[config.mk]
export PLATFORM = sky130hd
export DESIGN_NAME = pcb_top
export DESIGN_NICKNAME = d
export VERILOG_FILES = /design/src/rtl/pcb_top.v /design/src/rtl/pcb_compare_chan.v
export VERILOG_INCLUDE_DIRS = /design/src /design/src/pkg
export SDC_FILE = /design/constraint.sdc
export NUM_CORES = 1
export LEC_CHECK = 0
export BUFFER_PORTS_ARGS = -buffer_cell sky130_fd_sc_hd__buf_2
export CORE_MARGIN = 1.5
export CORE_UTILIZATION = 55
export DETAILED_ROUTE_END_ITERATION = 12
export GPL_TIMING_DRIVEN = 0
export PLACE_DENSITY = 0.81
export REMOVE_ABC_BUFFERS = 1
export SLEW_MARGIN = 0
export SYNTH_ARGS = -nofsm -noshare
export SYNTH_HDL_FRONTEND = slang
export SYNTH_SLANG_ARGS = --single-unit
[constraint.sdc]
create_clock -name i_core_clk -period 2.5 [get_ports i_core_clk]
set_input_delay 0.5 -clock i_core_clk [delete_from_list [all_inputs] [get_ports i_core_clk]]
set_output_delay 0.5 -clock i_core_clk [all_outputs]
set_load 0.01 [all_outputs]
[src/pkg/pcb_defs.vh]
`ifndef PCB_DEFS_VH
`define PCB_DEFS_VH

// register indices on the plain register port
`define PCB_ADDR_W          4
`define PCB_ADDR_CMP_A      4'h0
`define PCB_ADDR_CMP_B      4'h1
`define PCB_ADDR_CTRL       4'h2
`define PCB_ADDR_ACT_A      4'h3
`define PCB_ADDR_ACT_B      4'h4
`define PCB_ADDR_STATUS     4'h5

// compare control field positions
`define PCB_CTL_B_FULL      9
`define PCB_CTL_A_FULL      8
`define PCB_CTL_B_MODE      6
`define PCB_CTL_A_MODE      4
`define PCB_CTL_B_LOAD_HI   3
`define PCB_CTL_B_LOAD_LO   2
`define PCB_CTL_A_LOAD_HI   1
`define PCB_CTL_A_LOAD_LO   0
`define PCB_CTL_WR_MASK     16'h005f

// load select encodings
`define PCB_LOAD_ZERO       2'h0
`define PCB_LOAD_PRD        2'h1
`define PCB_LOAD_EITHER     2'h2
`define PCB_LOAD_FREEZE     2'h3

// buffer select encodings
`define PCB_MODE_SHADOW     1'b0
`define PCB_MODE_IMMEDIATE  1'b1

// action encodings
`define PCB_ACT_NONE        2'h0
`define PCB_ACT_CLEAR       2'h1
`define PCB_ACT_SET         2'h2
`define PCB_ACT_TOGGLE      2'h3

// action config field positions
`define PCB_ACT_CA_LO       0
`define PCB_ACT_CB_LO       2
`define PCB_ACT_WR_MASK     16'h000f

// reset values
`define PCB_RST_VALUE       16'h0000
`define PCB_RST_CTRL        16'h0000
`define PCB_RST_ACT         16'h0000

`endif

[src/rtl/pcb_top.v]
// Functional notes
// - the active compare-B value is compared with the counter every clock.
// - each compare-B match is handed to the action logic of both outputs.
// - an action is ignore, drive low, drive high or invert.
// - the compare-B mode select chooses shadowing, shadowed after reset.
// - with mode select 0 accesses to compare-B reach the shadow register.
// - in shadow mode the active value loads only on the chosen event.
// - a readable pending flag shows that the shadow register is occupied.
// - with mode select 1 accesses reach the active register directly.
// - active and shadow share one address, selected by the mode bit.
// - control bits 15-10 reserved, pending flags at 9 and 8, read-only.
// - mode bits at 6 and 4, load selects at 3-2 and 1-0, reset to zero.
// - load select 00 zero, 01 period, 10 either, 11 freeze.
// - a load clears the pending flag unless a write lands on the same edge; a pending write overwrites.
// - a load select does nothing while its channel is immediate.
// - compare-A matches and buffers the same way as compare-B.
//
// Chosen here: the address map and the strobed register port.
`timescale 1ns/1ps
`default_nettype none
`include "pcb_defs.vh"

module pcb_top #(
   parameter WIDTH = 16
) (
   input  wire                    i_core_clk,
   input  wire                    i_reset,
   input  wire [`PCB_ADDR_W-1:0]  i_addr,
   input  wire [15:0]             i_wr_data,
   input  wire                    i_wr_en,
   input  wire                    i_rd_en,
   output reg  [15:0]             o_rd_data,
   input  wire [WIDTH-1:0]        i_time_base_count,
   input  wire [WIDTH-1:0]        i_time_base_period,
   output wire                    o_cmp_a_event,
   output wire                    o_cmp_b_event,
   output wire [WIDTH-1:0]        o_cmp_a_active,
   output wire [WIDTH-1:0]        o_cmp_b_active,
   output reg                     o_pwm_out_a,
   output reg                     o_pwm_out_b
);

   // compare control storage, writable bits only
   reg  [15:0]      compare_control;
   reg  [15:0]      action_cfg_a;
   reg  [15:0]      action_cfg_b;

   wire             chan_a_buffer_select;
   wire             chan_b_buffer_select;
   wire [1:0]       chan_a_load_select;
   wire [1:0]       chan_b_load_select;
   wire             chan_a_pending_flag;
   wire             chan_b_pending_flag;

   wire [WIDTH-1:0] compare_a_view;
   wire [WIDTH-1:0] compare_b_view;

   wire             wr_cmp_a;
   wire             wr_cmp_b;
   wire             wr_ctrl;
   wire             wr_act_a;
   wire             wr_act_b;

   reg  [15:0]      next_rd_data;
   reg              next_pwm_out_a;
   reg              next_pwm_out_b;

   // one-hot decode of a register index
   function hit;
      input [`PCB_ADDR_W-1:0] addr;
      input [`PCB_ADDR_W-1:0] target;
      begin
         hit = (addr == target);
      end
   endfunction

   // apply one 2-bit action to a level
   function apply_action;
      input       level;
      input [1:0] action;
      begin
         case (action)
            `PCB_ACT_CLEAR:  apply_action = 1'b0;
            `PCB_ACT_SET:    apply_action = 1'b1;
            `PCB_ACT_TOGGLE: apply_action = ~level;
            default:         apply_action = level;
         endcase
      end
   endfunction

   // widen a 16-bit-or-less value for the read port
   function [15:0] to_word;
      input [WIDTH-1:0] value;
      begin
         to_word = 16'h0000;
         to_word[WIDTH-1:0] = value;
      end
   endfunction

   assign chan_a_buffer_select = compare_control[`PCB_CTL_A_MODE];
   assign chan_b_buffer_select = compare_control[`PCB_CTL_B_MODE];
   assign chan_a_load_select   =
      compare_control[`PCB_CTL_A_LOAD_HI:`PCB_CTL_A_LOAD_LO];
   assign chan_b_load_select   =
      compare_control[`PCB_CTL_B_LOAD_HI:`PCB_CTL_B_LOAD_LO];

   assign wr_cmp_a = i_wr_en & hit(i_addr, `PCB_ADDR_CMP_A);
   assign wr_cmp_b = i_wr_en & hit(i_addr, `PCB_ADDR_CMP_B);
   assign wr_ctrl  = i_wr_en & hit(i_addr, `PCB_ADDR_CTRL);
   assign wr_act_a = i_wr_en & hit(i_addr, `PCB_ADDR_ACT_A);
   assign wr_act_b = i_wr_en & hit(i_addr, `PCB_ADDR_ACT_B);

   pcb_compare_chan #(
      .WIDTH           (WIDTH)
   ) u_chan_a (
      .i_core_clk      (i_core_clk),
      .i_reset         (i_reset),
      .i_buffer_select (chan_a_buffer_select),
      .i_load_select   (chan_a_load_select),
      .i_wr            (wr_cmp_a),
      .i_wdata         (i_wr_data[WIDTH-1:0]),
      .i_count         (i_time_base_count),
      .i_period        (i_time_base_period),
      .o_view          (compare_a_view),
      .o_active        (o_cmp_a_active),
      .o_pending       (chan_a_pending_flag),
      .o_match         (o_cmp_a_event)
   );

   pcb_compare_chan #(
      .WIDTH           (WIDTH)
   ) u_chan_b (
      .i_core_clk      (i_core_clk),
      .i_reset         (i_reset),
      .i_buffer_select (chan_b_buffer_select),
      .i_load_select   (chan_b_load_select),
      .i_wr            (wr_cmp_b),
      .i_wdata         (i_wr_data[WIDTH-1:0]),
      .i_count         (i_time_base_count),
      .i_period        (i_time_base_period),
      .o_view          (compare_b_view),
      .o_active        (o_cmp_b_active),
      .o_pending       (chan_b_pending_flag),
      .o_match         (o_cmp_b_event)
   );

   // configuration registers
   always @(posedge i_core_clk) begin
      if (i_reset) begin
         compare_control <= `PCB_RST_CTRL;
         action_cfg_a    <= `PCB_RST_ACT;
         action_cfg_b    <= `PCB_RST_ACT;
      end else begin
         // flags and reserved bits not writable
         if (wr_ctrl)
            compare_control <= i_wr_data & `PCB_CTL_WR_MASK;
         if (wr_act_a)
            action_cfg_a <= i_wr_data & `PCB_ACT_WR_MASK;
         if (wr_act_b)
            action_cfg_b <= i_wr_data & `PCB_ACT_WR_MASK;
      end
   end

   // read mux, answer lands the cycle after the strobe
   always @* begin
      next_rd_data = 16'h0000;
      if (i_rd_en) begin
         case (i_addr)
            `PCB_ADDR_CMP_A:
               next_rd_data = to_word(compare_a_view);
            `PCB_ADDR_CMP_B:
               next_rd_data = to_word(compare_b_view);
            `PCB_ADDR_CTRL: begin
               next_rd_data = compare_control;
               // flags live in bits 9 and 8
               next_rd_data[`PCB_CTL_B_FULL] = chan_b_pending_flag;
               next_rd_data[`PCB_CTL_A_FULL] = chan_a_pending_flag;
            end
            `PCB_ADDR_ACT_A:
               next_rd_data = action_cfg_a;
            `PCB_ADDR_ACT_B:
               next_rd_data = action_cfg_b;
            `PCB_ADDR_STATUS:
               next_rd_data = {12'h000, o_cmp_b_event, o_cmp_a_event,
                               o_pwm_out_b, o_pwm_out_a};
            default:
               next_rd_data = 16'h0000;
         endcase
      end
   end

   // action qualifier: compare-A first, compare-B applied last so it wins
   always @* begin
      next_pwm_out_a = o_pwm_out_a;
      next_pwm_out_b = o_pwm_out_b;
      if (o_cmp_a_event) begin
         next_pwm_out_a = apply_action(next_pwm_out_a,
            action_cfg_a[`PCB_ACT_CA_LO+1:`PCB_ACT_CA_LO]);
         next_pwm_out_b = apply_action(next_pwm_out_b,
            action_cfg_b[`PCB_ACT_CA_LO+1:`PCB_ACT_CA_LO]);
      end
      if (o_cmp_b_event) begin
         next_pwm_out_a = apply_action(next_pwm_out_a,
            action_cfg_a[`PCB_ACT_CB_LO+1:`PCB_ACT_CB_LO]);
         next_pwm_out_b = apply_action(next_pwm_out_b,
            action_cfg_b[`PCB_ACT_CB_LO+1:`PCB_ACT_CB_LO]);
      end
   end

   always @(posedge i_core_clk) begin
      if (i_reset) begin
         o_rd_data   <= 16'h0000;
         o_pwm_out_a <= 1'b0;
         o_pwm_out_b <= 1'b0;
      end else begin
         o_rd_data   <= next_rd_data;
         o_pwm_out_a <= next_pwm_out_a;
         o_pwm_out_b <= next_pwm_out_b;
      end
   end

endmodule // pcb_top

`default_nettype wire

[src/rtl/pcb_compare_chan.v]
`timescale 1ns/1ps
`default_nettype none
`include "pcb_defs.vh"

module pcb_compare_chan #(
   parameter WIDTH = 16
) (
   input  wire             i_core_clk,
   input  wire             i_reset,
   input  wire             i_buffer_select,
   input  wire [1:0]       i_load_select,
   input  wire             i_wr,
   input  wire [WIDTH-1:0] i_wdata,
   input  wire [WIDTH-1:0] i_count,
   input  wire [WIDTH-1:0] i_period,
   output wire [WIDTH-1:0] o_view,
   output reg  [WIDTH-1:0] o_active,
   output reg              o_pending,
   output reg              o_match
);

   reg  [WIDTH-1:0] shadow;
   wire             at_zero;
   wire             at_period;
   reg              load_strobe;

   assign at_zero   = (i_count == {WIDTH{1'b0}});
   assign at_period = (i_count == i_period);

   always @* begin
      case (i_load_select)
         `PCB_LOAD_ZERO:   load_strobe = at_zero;
         `PCB_LOAD_PRD:    load_strobe = at_period;
         `PCB_LOAD_EITHER: load_strobe = at_zero | at_period;
         default:          load_strobe = 1'b0;
      endcase
   end

   assign o_view = (i_buffer_select == `PCB_MODE_IMMEDIATE) ? o_active
                                                            : shadow;

   always @(posedge i_core_clk) begin
      if (i_reset) begin
         shadow    <= `PCB_RST_VALUE;
         o_active  <= `PCB_RST_VALUE;
         o_pending <= 1'b0;
         o_match   <= 1'b0;
      end else begin
         o_match <= (i_count == o_active);
         if (i_buffer_select == `PCB_MODE_IMMEDIATE) begin
            if (i_wr)
               o_active <= i_wdata;
         end else begin
            if (load_strobe)
               o_active <= shadow;
            if (i_wr)
               shadow <= i_wdata;
         end
         if (i_wr && i_buffer_select == `PCB_MODE_SHADOW)
            o_pending <= 1'b1;
         else if (load_strobe && i_buffer_select == `PCB_MODE_SHADOW)
            o_pending <= 1'b0;
      end
   end

endmodule // pcb_compare_chan

`default_nettype wire

# Yosys cells after proc, flatten, opt, wreduce, memory -nomap -nowiden
# Index checks and enable logic that the tools add are counted.
[word_totals]
ramBits = 0
mem_count = 0
reg_bits = 100
latchBits = 0
output_inout_bits = 52
input_bits = 56
rom_bits = 0
[op_classes]
eq_ne = 26
bitwise_logic = 13
multipliers = 0
n_addsub = 0
n_shift = 0
div = 0
n_mux = 23
n_reduce_logical = 17
n_lt_le_gt_ge = 0
[op_table]
columns = ["operator", "count"]
rows = [
  ["16-bit two-way mux", 8],
  ["16-bit case mux with 6 select lines", 1],
  ["16-bit == test", 3],
  ["2-bit == test, second input constant", 10],
  ["1-bit case mux with 3 select lines", 6],
  ["16-bit zero test", 1],
  ["2-bit by 1-bit == test with 1-bit output, second input constant", 6],
  ["4-bit by 2-bit == test with 1-bit output, second input constant", 2],
  ["4-bit by 3-bit == test with 1-bit output, second input constant", 2],
  ["1-bit two-way mux", 8],
  ["2-bit AND reduction", 4],
  ["2-bit nonzero test", 4],
  ["1-bit inverter", 7],
  ["1-bit AND", 5],
  ["4-bit by 1-bit == test with 1-bit output, second input constant", 1],
  ["1-bit logical AND", 4],
  ["2-bit zero test", 2],
  ["4-bit zero test", 1],
  ["2-bit by 1-bit != test with 1-bit output, second input constant", 2],
  ["2-bit OR reduction", 1],
  ["1-bit OR", 1],
]

# Depth between registers and ports, before layout
# Gate-level depths: netlist of the first run.
[depth]
ltp_word = 6
ltp_mapped = 8
depth_no_buf = 6

# Hierarchy
# From an unflattened synthesis of the first run, not the netlist that was laid out.
[hier_totals]
hier_cells = 698
area_unflattened_um2 = 5645.4
[modules_own_cells]
columns = ["module", "seq_area_each_um2", "area_each_um2", "instances", "cells_each"]
rows = [
  ["pcb_compare_chan", 680.7, 2069.5, 2, 270],
  ["pcb_top", 640.6, 1506.4, 1, 158],
]

# Worst setup path after synthesis of the first run
# OpenSTA, ideal clock, no wires.
[synth_path]
path_type = "input to register"
from = "input i_time_base_count[5]"
to = "register u_chan_b.o_active[10]"
t_arrival_ns = 2.049
path_slack_ns = 0.332
n_path_buf = 1
cell_stages = 7
setup_ns = 0.119
required_time_ns = 2.381
cell_sequence = "xor2_1 > nor4_1 > nand4_2 > nor4b_2 > a21oi_1 > buf_2 > o221a_2"
[synth_via]
elab_chain_cells = 5
elab_cells_between_ends = 6
[synth_rtl]
columns = ["item", "line_no", "text"]
rows = [
  ["from (decl)", "pcb_top.v:33", "input wire [WIDTH-1:0] i_time_base_count,"],
  ["16-bit == test or 16-bit zero test (tied branches)", "pcb_compare_chan.v:28, pcb_compare_chan.v:27", ""],
  ["1-bit OR", "pcb_compare_chan.v:34", "`PCB_LOAD_EITHER: load_strobe = at_zero | at_period;"],
  ["1-bit case mux with 3 select lines *", "pcb_compare_chan.v:31", "case (i_load_select)"],
  ["2-bit nonzero test (no source line) *", "-", ""],
  ["2-bit AND reduction (no source line) *", "-", ""],
  ["to (signal assigned)", "pcb_compare_chan.v:45", "o_active <= `PCB_RST_VALUE;"],
  ["to (signal assigned)", "pcb_compare_chan.v:52", "o_active <= i_wdata;"],
  ["to (signal assigned)", "pcb_compare_chan.v:55", "o_active <= shadow;"],
  ["to (decl)", "pcb_compare_chan.v:17", "output reg [WIDTH-1:0] o_active,"],
]
# Every way passes the cells marked *; elsewhere a longest branch is shown, timed or not.
# A chain may end at the register's enable or synchronous reset.

# Final worst setup path of the first run
[layout_path]
from = "input i_time_base_count[11]"
to = "register u_chan_b.o_active[12]"
# Same word-level chain as after synthesis.

==> results.md, run 1 <==
- Number of DRC markers in iteration 0: roughly 500
- Clock Path Buffers: 2
- Critical Path, Cell by Cell: buf_2 -> xor2_1 -> nor4_1 -> nand4_2 -> o22ai_1 -> a21oi_2 -> o221a_2
- Maximum clock rate: between 0.4 and 0.5 GHz
- Die W: a little under 100 um
- Simple-Gate Fraction of Synth Area: between 10% and 20%
- I/O Buffers: 107
- Placed Area: between 0.005 and 0.006 mm2
- H-tree depth: 3
- FILL cells: 711
- Fin area: about 0.006 mm2
- # clock sinks: 100
- Via count: a little under 5000
- Synth Flop Type: dfxtp_1
- Worst Skew: 0.00787 ns
- Dominant cell type by area after synthesis: dfxtp_1
- Number of flops mapped to enable cells by yosys: 0
- First-pass GRT wire length: about 25 mm
- Synth top area share: roughly two fifths
- DRC viols: 5
- Fin nets: approximately 720
- Synth Area in Compound Gates: 19.3%
- TritonCTS clock tree: yes
- DIE AREA: roughly 0.01 mm2
- Drt wl/cell: between 15 and 20 um
- CTS Hold Buffers Added: 0
- Core ar.: about 0.009 mm2
- Clock latency on the worst-skew pair: ~0.37 ns
- Worst rel slew slack: 28.2%
- Routability Congestion: just over 0.9
- Register bit total from synthesis: 100
- Worst setup SP type: input pin
- P_int: between 2 and 2.5 mW
- Final setup violating endpoints: 0
- Synth unique cells: a little over 40
- Number of max-cap violations: 0
- Layout area overhead: 15.4%
- Largest family of logic cells by synthesized area: compound AO/OA/AOI/OAI gates
- NetSw: between 700 and 800 uW
- Max FO, Critical Path: 16
- Leakage: between 2 and 2.5 nW
- Total power: 3.10 mW
- Crit end category: flip-flop
- Adder-cell share of the synthesized area: 0%
- Final WL: around 16 mm
- Total Routing Usage GR: around a third
- RSZ-0062 raised after global routing: false
- Number of detailed-route iterations in the first pass: 9
- Worst Path Required: 2.77 ns
- Final core area utilization: 66.4%
- XOR/XNOR share of the synthesized area: roughly 8.3%
- Largest net degree at the start of global routing: 84
- Antenna cells: 0
- Top post-synthesis cells by area: dfxtp_1 40%, mux2i_1 11%, xor2_1 8.3%
- Clock power frac: about two fifths
- Period minus WS final: approximately 2.4 ns
- CTS root buf: clkbuf_8
- Slew @ Worst Pin: about 1.1 ns
- Grt ovf: 0
- Sw Share: around a quarter
- Slowest Stage Delay on Critical Path: 0.49 ns
- I/O pin count: about 110
- Cell Pwr Density: approximately 530 mW/mm2
- Post-synthesis mux area share: a little under an eighth
- Cells after synthesis: 587
- Layout cells sized above 1: ~25%
- Antenna viol nets, final: 0
- Vias per std cell: approximately 6.3
- Worst-path clk slew: 0.09 ns
- CTS Buf Count: 9
- CP max stage cell: nor4_1
- DPL Wire Length: between 10 and 15 mm
- Failing checks: design-rule violations
- Mean post-synth cell area: 8.63 um2
- Worst Path Class, Setup: input pin to flip-flop
- Comb pwr share: under 10%
- Status: complete, but fails checks
- Vias in the first global route: roughly 4800
- Post-synthesis sequential area ratio: 39.5%
- Initial Util: a little under three fifths
- Hold Vio Cnt, Final: 0
- Sequential Power Share: about 52%
- Final Hold Slack: between 0.3 and 0.4 ns
- Setup TNS: 0 ns
- Die H: 99.0 um
- CP arrival: about 2.7 ns
- Post-Syn Area: ~0.0051 mm2
- Initial antenna violation count: 0
- Worst hold-check path type: input pin to flip-flop
- Final period util: between 90% and 100%
- Max-slew violation count: 0
- Row count: 34
- Worst VDD drop: between 0.3 and 0.4 mV
- Ys Warns: 0
- Async set-reset flop share out of synthesis: 0%
==> Yosys cell counts (5+ instances only) <==
cell type	instances
nor3_1	6
o22a_1	8
nor4_1	14
clkbuf_1	28
o22ai_1	7
a21oi_1	71
nor2_1	63
xor2_1	48
buf_2	5
a211oi_2	10
mux2i_1	57
nand2_1	73
o221a_2	17
inv_1	5
a211oi_1	6
dfxtp_1	100
nand3_1	23
o21ai_0	8
==> per-stage QoR <==
| stage | setup WS (ns) | std cells |
|---|---|---|
| 3_5_place_dp | -1.95 | 763 |
| 5_1_grt | 0.0132 | 780 |
| 4_1_cts | 0.138 | 780 |
| 2_1_floorplan | -0.0861 | 548 |
| 6_report | 0.0818 | 780 |
| 3_3_place_gp | -1.85 | 763 |
==> repair_timing <==
action | 4_1_cts | 5_1_grt
buffers inserted | 2 | 0
setup endpoints to repair | 67 | 0
hold endpoints to repair | 0 | 0
gates resized for setup | 11 | 0
==> worst paths after layout <==
path,slack [ns],startpoint,cells after the start,endpoint
max,0.08,i_time_base_count[11],7,u_chan_b.o_active[12]$_SDFFE_PP0P_
min reg2reg,0.47,u_chan_a.shadow[2]$_SDFFE_PP0P_,2,u_chan_a.shadow[2]$_SDFFE_PP0P_
max reg2reg,0.16,compare_control[4]$_SDFFE_PP0P_,4,u_chan_a.o_active[1]$_SDFFE_PP0P_
min,0.39,i_wr_data[10],3,u_chan_b.shadow[10]$_SDFFE_PP0P_
==> power by group through the flow <==
stage	Clock [mW]	Combinational (mW)	Sequential, mW
finish	1.24	0.242	1.61
global route	1.31	0.260	1.62
CTS	1.24	0.236	1.61
detailed placement	0	0.232	1.65
global placement	0	0.227	1.65
floorplan	0	0.0886	1.65
==> cells by family (layout without fill, tap and decap cells) <==
kind of cell,after synthesis,in the layout
flops,100,100
compound gates,138,138
xor+xnor,48,48
buf+inv,44,129
mux,58,58
simple gates,199,199
==> area by class of cell <==
cell class | instances | area, um2 | share of cell area, %
Clock buffer | 11 | 141 | 2.42
Clock inverter | 4 | 97.6 | 1.67
Inverter | 5 | 18.8 | 0.321
Multi-Input combinational cell | 443 | 2900 | 49.6
Sequential cell | 100 | 2000 | 34.3
Tap cell | 108 | 135 | 2.31
Timing Repair Buffer | 109 | 553 | 9.46
==> per-layer routing <==
metal | up-vias | wire [um] | GRT usage, %
li1 | 2256 | - | -
met1 | 2327 | 6150 | 41.3
met2 | 298 | 7430 | 52.0
met3 | 51 | 1460 | 6.10
met4 | 0 | 493 | 15.2
met5 | - | 0 | 0
==> critical path: cells and delay by family <==
| kind | cells | cell delay [ns] |
|---|---|---|
| simple gates | 2 | 0.80 |
| buf+inv | 1 | 0.15 |
| xor+xnor | 1 | 0.17 |
| compound gates | 3 | 1.07 |
==> registers in the layout, indices dropped and copies added (netlist names) <==
signal	flops
o_rd_data	16
u_chan_a.o_active	16
u_chan_a.shadow	16
u_chan_b.o_active	16
u_chan_b.shadow	16
compare_control	6
action_cfg_a	4
action_cfg_b	4
o_pwm_out_a	1
o_pwm_out_b	1
u_chan_a.o_match	1
u_chan_a.o_pending	1
u_chan_b.o_match	1
u_chan_b.o_pending	1
==> cells in the final DEF (no fill, tap or decap), drive strengths merged, types with 6 or more instances in the layout <==
cell and n:
o221a 17, dfxtp 100, o22ai 7, clkbuf 11, o21ai 8, o22a 8, a21oi 71, a211oi 16
mux2i 57, nor3 6, nor2 63, nand3 23, nor4 14, nand2 73, buf 109, xor2 48
No activity file was read; power rests on OpenSTA's default activity.
==> run 2, diff against run 1 <==
--- a/config.mk
+++ b/config.mk
@@ -8,10 +8,11 @@
 export LEC_CHECK = 0
 export BUFFER_PORTS_ARGS = -buffer_cell sky130_fd_sc_hd__buf_2
 export CORE_MARGIN = 1.5
-export CORE_UTILIZATION = 55
+export CORE_UTILIZATION = 57
+export CTS_BUF_LIST = sky130_fd_sc_hd__clkbuf_8
 export DETAILED_ROUTE_END_ITERATION = 12
 export GPL_TIMING_DRIVEN = 0
-export PLACE_DENSITY = 0.81
+export PLACE_DENSITY = 0.84
 export REMOVE_ABC_BUFFERS = 1
 export SLEW_MARGIN = 0
 export SYNTH_ARGS = -nofsm -noshare
==> run 2 against run 1 <==
Compared with the run above: cell area shrank 0.64%; sequential cell count unchanged; first-iteration DRC count decreased by 8.5%; die area shrank 3.4%; critical path depth did not move; the run now ends clean; worst setup slack worse by 0.019 ns; clock-buffer cell count decreased by 1.
==> results.md, run 2 (same netlist as run 1, synthesis figures left out) <==
- Status: completed
- NetSw: a little over 700 uW
- Leakage: around 2.3 nW
- Total Routing Usage GR: 32.2%
- Max-slew violation count: 0
- RSZ-0062 raised after global routing: false
- First-pass GRT wire length: about 24 mm
- Min-Delay Path Depth: 3
- Most frequent cells in the layout: 106 x buf_2, 98 x dfxtp_1, 70 x a21oi_1, 70 x nand2_1, 62 x nor2_1
- Crit-path leading delay family: simple AND/OR/NAND/NOR gates
- CTS root buf: clkbuf_8
- Number of detailed-route iterations in the first pass: 6
- Number of DRC markers in iteration 0: approximately 450
- P_int: approximately 2.2 mW
- Layout cells sized above 1: ~25%
- Hold path start: i_wr_data[13]
- Maximum clock rate: just over 0.4 GHz
- Core ar.: 0.00868 mm2
- Worst setup SP type: input pin
- Row count: 34
- # clock sinks: 100
- Worst VDD drop: around 0.33 mV
- Via count: between 4000 and 5000
- Worst r2r src: compare_control[6]$_SDFFE_PP0P_
- Critical Path, Cell by Cell: buf_2 -> xor2_1 -> nor4_1 -> nand4_2 -> nor4b_2 -> a211o_2 -> o221a_2
- Die H: just under 100 um
- Hold Vio Cnt, Final: 0
- Worst Skew: 0.0125 ns
- I/O pin count: approximately 110
- Sequential Power Share: 55.9%
- Fin nets: just over 700
- TritonCTS clock tree: yes
- Vias per std cell: 6.33
- Sw Share: between 20 and 30%
- Commonest non-fill, non-tap cell in the layout: buf_2
- Worst Path Required: around 2.8 ns
- Hold EP: u_chan_b.shadow[13]$_SDFFE_PP0P_
- Fin area: just under 0.006 mm2
- Final core area utilization: about 67%
- DRC viols: 0
- Period minus WS final: 2.44 ns
- Antenna cells: 0
- Worst rel slew slack: 29.9%
- CP arrival: ~2.7 ns
- Final setup violating endpoints: 0
- CP bufs+invs: 1
- Max FO, Critical Path: 16
- Die W: between 90 and 100 um
- Setup TNS: 0 ns
- DIE AREA: 0.00946 mm2
- I/O Buffers: between 100 and 150
- Comb pwr share: under 10%
- Routability Congestion: between 0.8 and 0.9
- Clock Path Buffers: 2
- Slew @ Worst Pin: roughly 1.1 ns
- Worst hold-check path type: input pin to flip-flop
- Final WL: between 15 and 20 mm
- CP max stage cell: nor4_1
- DPL Wire Length: approximately 10 mm
- R2r worst-path depth: 3
- Placed Area: approximately 0.0056 mm2
- Number of max-cap violations: 0
- Layout area overhead: 14.7%
- Slowest Stage Delay on Critical Path: approximately 0.52 ns
- R2R setup slack: between 0.2 and 0.3 ns
- Largest net degree at the start of global routing: 84
- Cell Pwr Density: between 400 and 500 mW/mm2
- FILL cells: just over 700
- Final Hold Slack: 0.404 ns
- Clock latency on the worst-skew pair: roughly 0.36 ns
- Initial antenna violation count: 0
- Final period util: a little over nine tenths
- Clock power frac: 35.7%
- Crit end category: flip-flop
- Worst Path Class, Setup: input pin to flip-flop
- Grt ovf: 0
- Drt wl/cell: 19.8 um
- Worst r2r dst: u_chan_b.o_active[0]$_SDFFE_PP0P_
- Vias in the first global route: around 4700
- H-tree depth: 3
- CTS Buf Count: 9
- Initial Util: between 50% and 60%
- Antenna viol nets, final: 0
- Worst-path clk slew: 0.10 ns
==> run 2: timing repair <==
action / CTS / global route
setup buffers: 2 / 0
setup endpoints to repair: 67 / 27
pin swaps: 2 / 0
hold buffers: 0 / 0
resized for setup: 10 / 5
==> run 2: worst max-delay path by stage <==
stage                                         to  slack, ns  depth (start not counted)                 start
3_5_place_dp    u_chan_a.shadow[12]$_SDFFE_PP0P_      -1.70                          7             i_addr[1]
5_1_grt        u_chan_b.o_active[0]$_SDFFE_PP0P_      0.007                          7  i_time_base_count[9]
2_1_floorplan    u_chan_a.shadow[0]$_SDFFE_PP0P_      -0.09                          6             i_addr[1]
4_1_cts         u_chan_b.shadow[14]$_SDFFE_PP0P_       0.06                          7             i_addr[1]
3_3_place_gp     u_chan_a.shadow[9]$_SDFFE_PP0P_      -1.68                          7             i_addr[1]
6_report       u_chan_b.o_active[0]$_SDFFE_PP0P_       0.06                          7  i_time_base_count[9]
==> run 2: power by group through the flow <==
stage / registers (mW) / clock network [mW] / logic, mW
floorplan: 1.65 / 0 / 0.0886
global placement: 1.65 / 0 / 0.227
detailed placement: 1.65 / 0 / 0.232
CTS: 1.61 / 1.04 / 0.236
global route: 1.62 / 1.10 / 0.260
finish: 1.61 / 1.03 / 0.243
==> run 2: stage by stage <==
step / power [mW] / cells / setup WS, ns
after floorplan: 1.74 / 548 / -0.0861
after global placement: 1.88 / 763 / -1.68
after detailed placement: 1.88 / 763 / -1.70
after CTS: 2.89 / 780 / 0.0632
after global routing: 2.97 / 780 / 0.00707
final: 2.89 / 780 / 0.0629
==> run 2: routing by layer <==
layer / track usage, % / up-vias / part of all wire (%) / wire [um]
met5: 0 / - / 0 / 0
met4: 17.4 / 0 / 3.8 / 586
met3: 5.47 / 50 / 9.8 / 1510
met2: 52.9 / 315 / 47 / 7290
met1: 40.5 / 2317 / 39 / 6040
li1: - / 2254 / - / -
==> run 2: area by class of cell <==
type | instances | area [um2] | share of cell area, %
well taps | 108 | 135 | 2.33
flip-flops and latches | 100 | 2000 | 34.5
repair buffers | 109 | 553 | 9.52
multi-input cells | 443 | 2910 | 50.0
clock buffers | 10 | 138 | 2.37
inverters | 5 | 18.8 | 0.323
clock inverters | 5 | 53.8 | 0.926
==> run 2: tightest hold or removal path: stages <==
cell and delay [ns]:
buf_2 0.12, nand2_1 0.05, a21oi_1 0.05
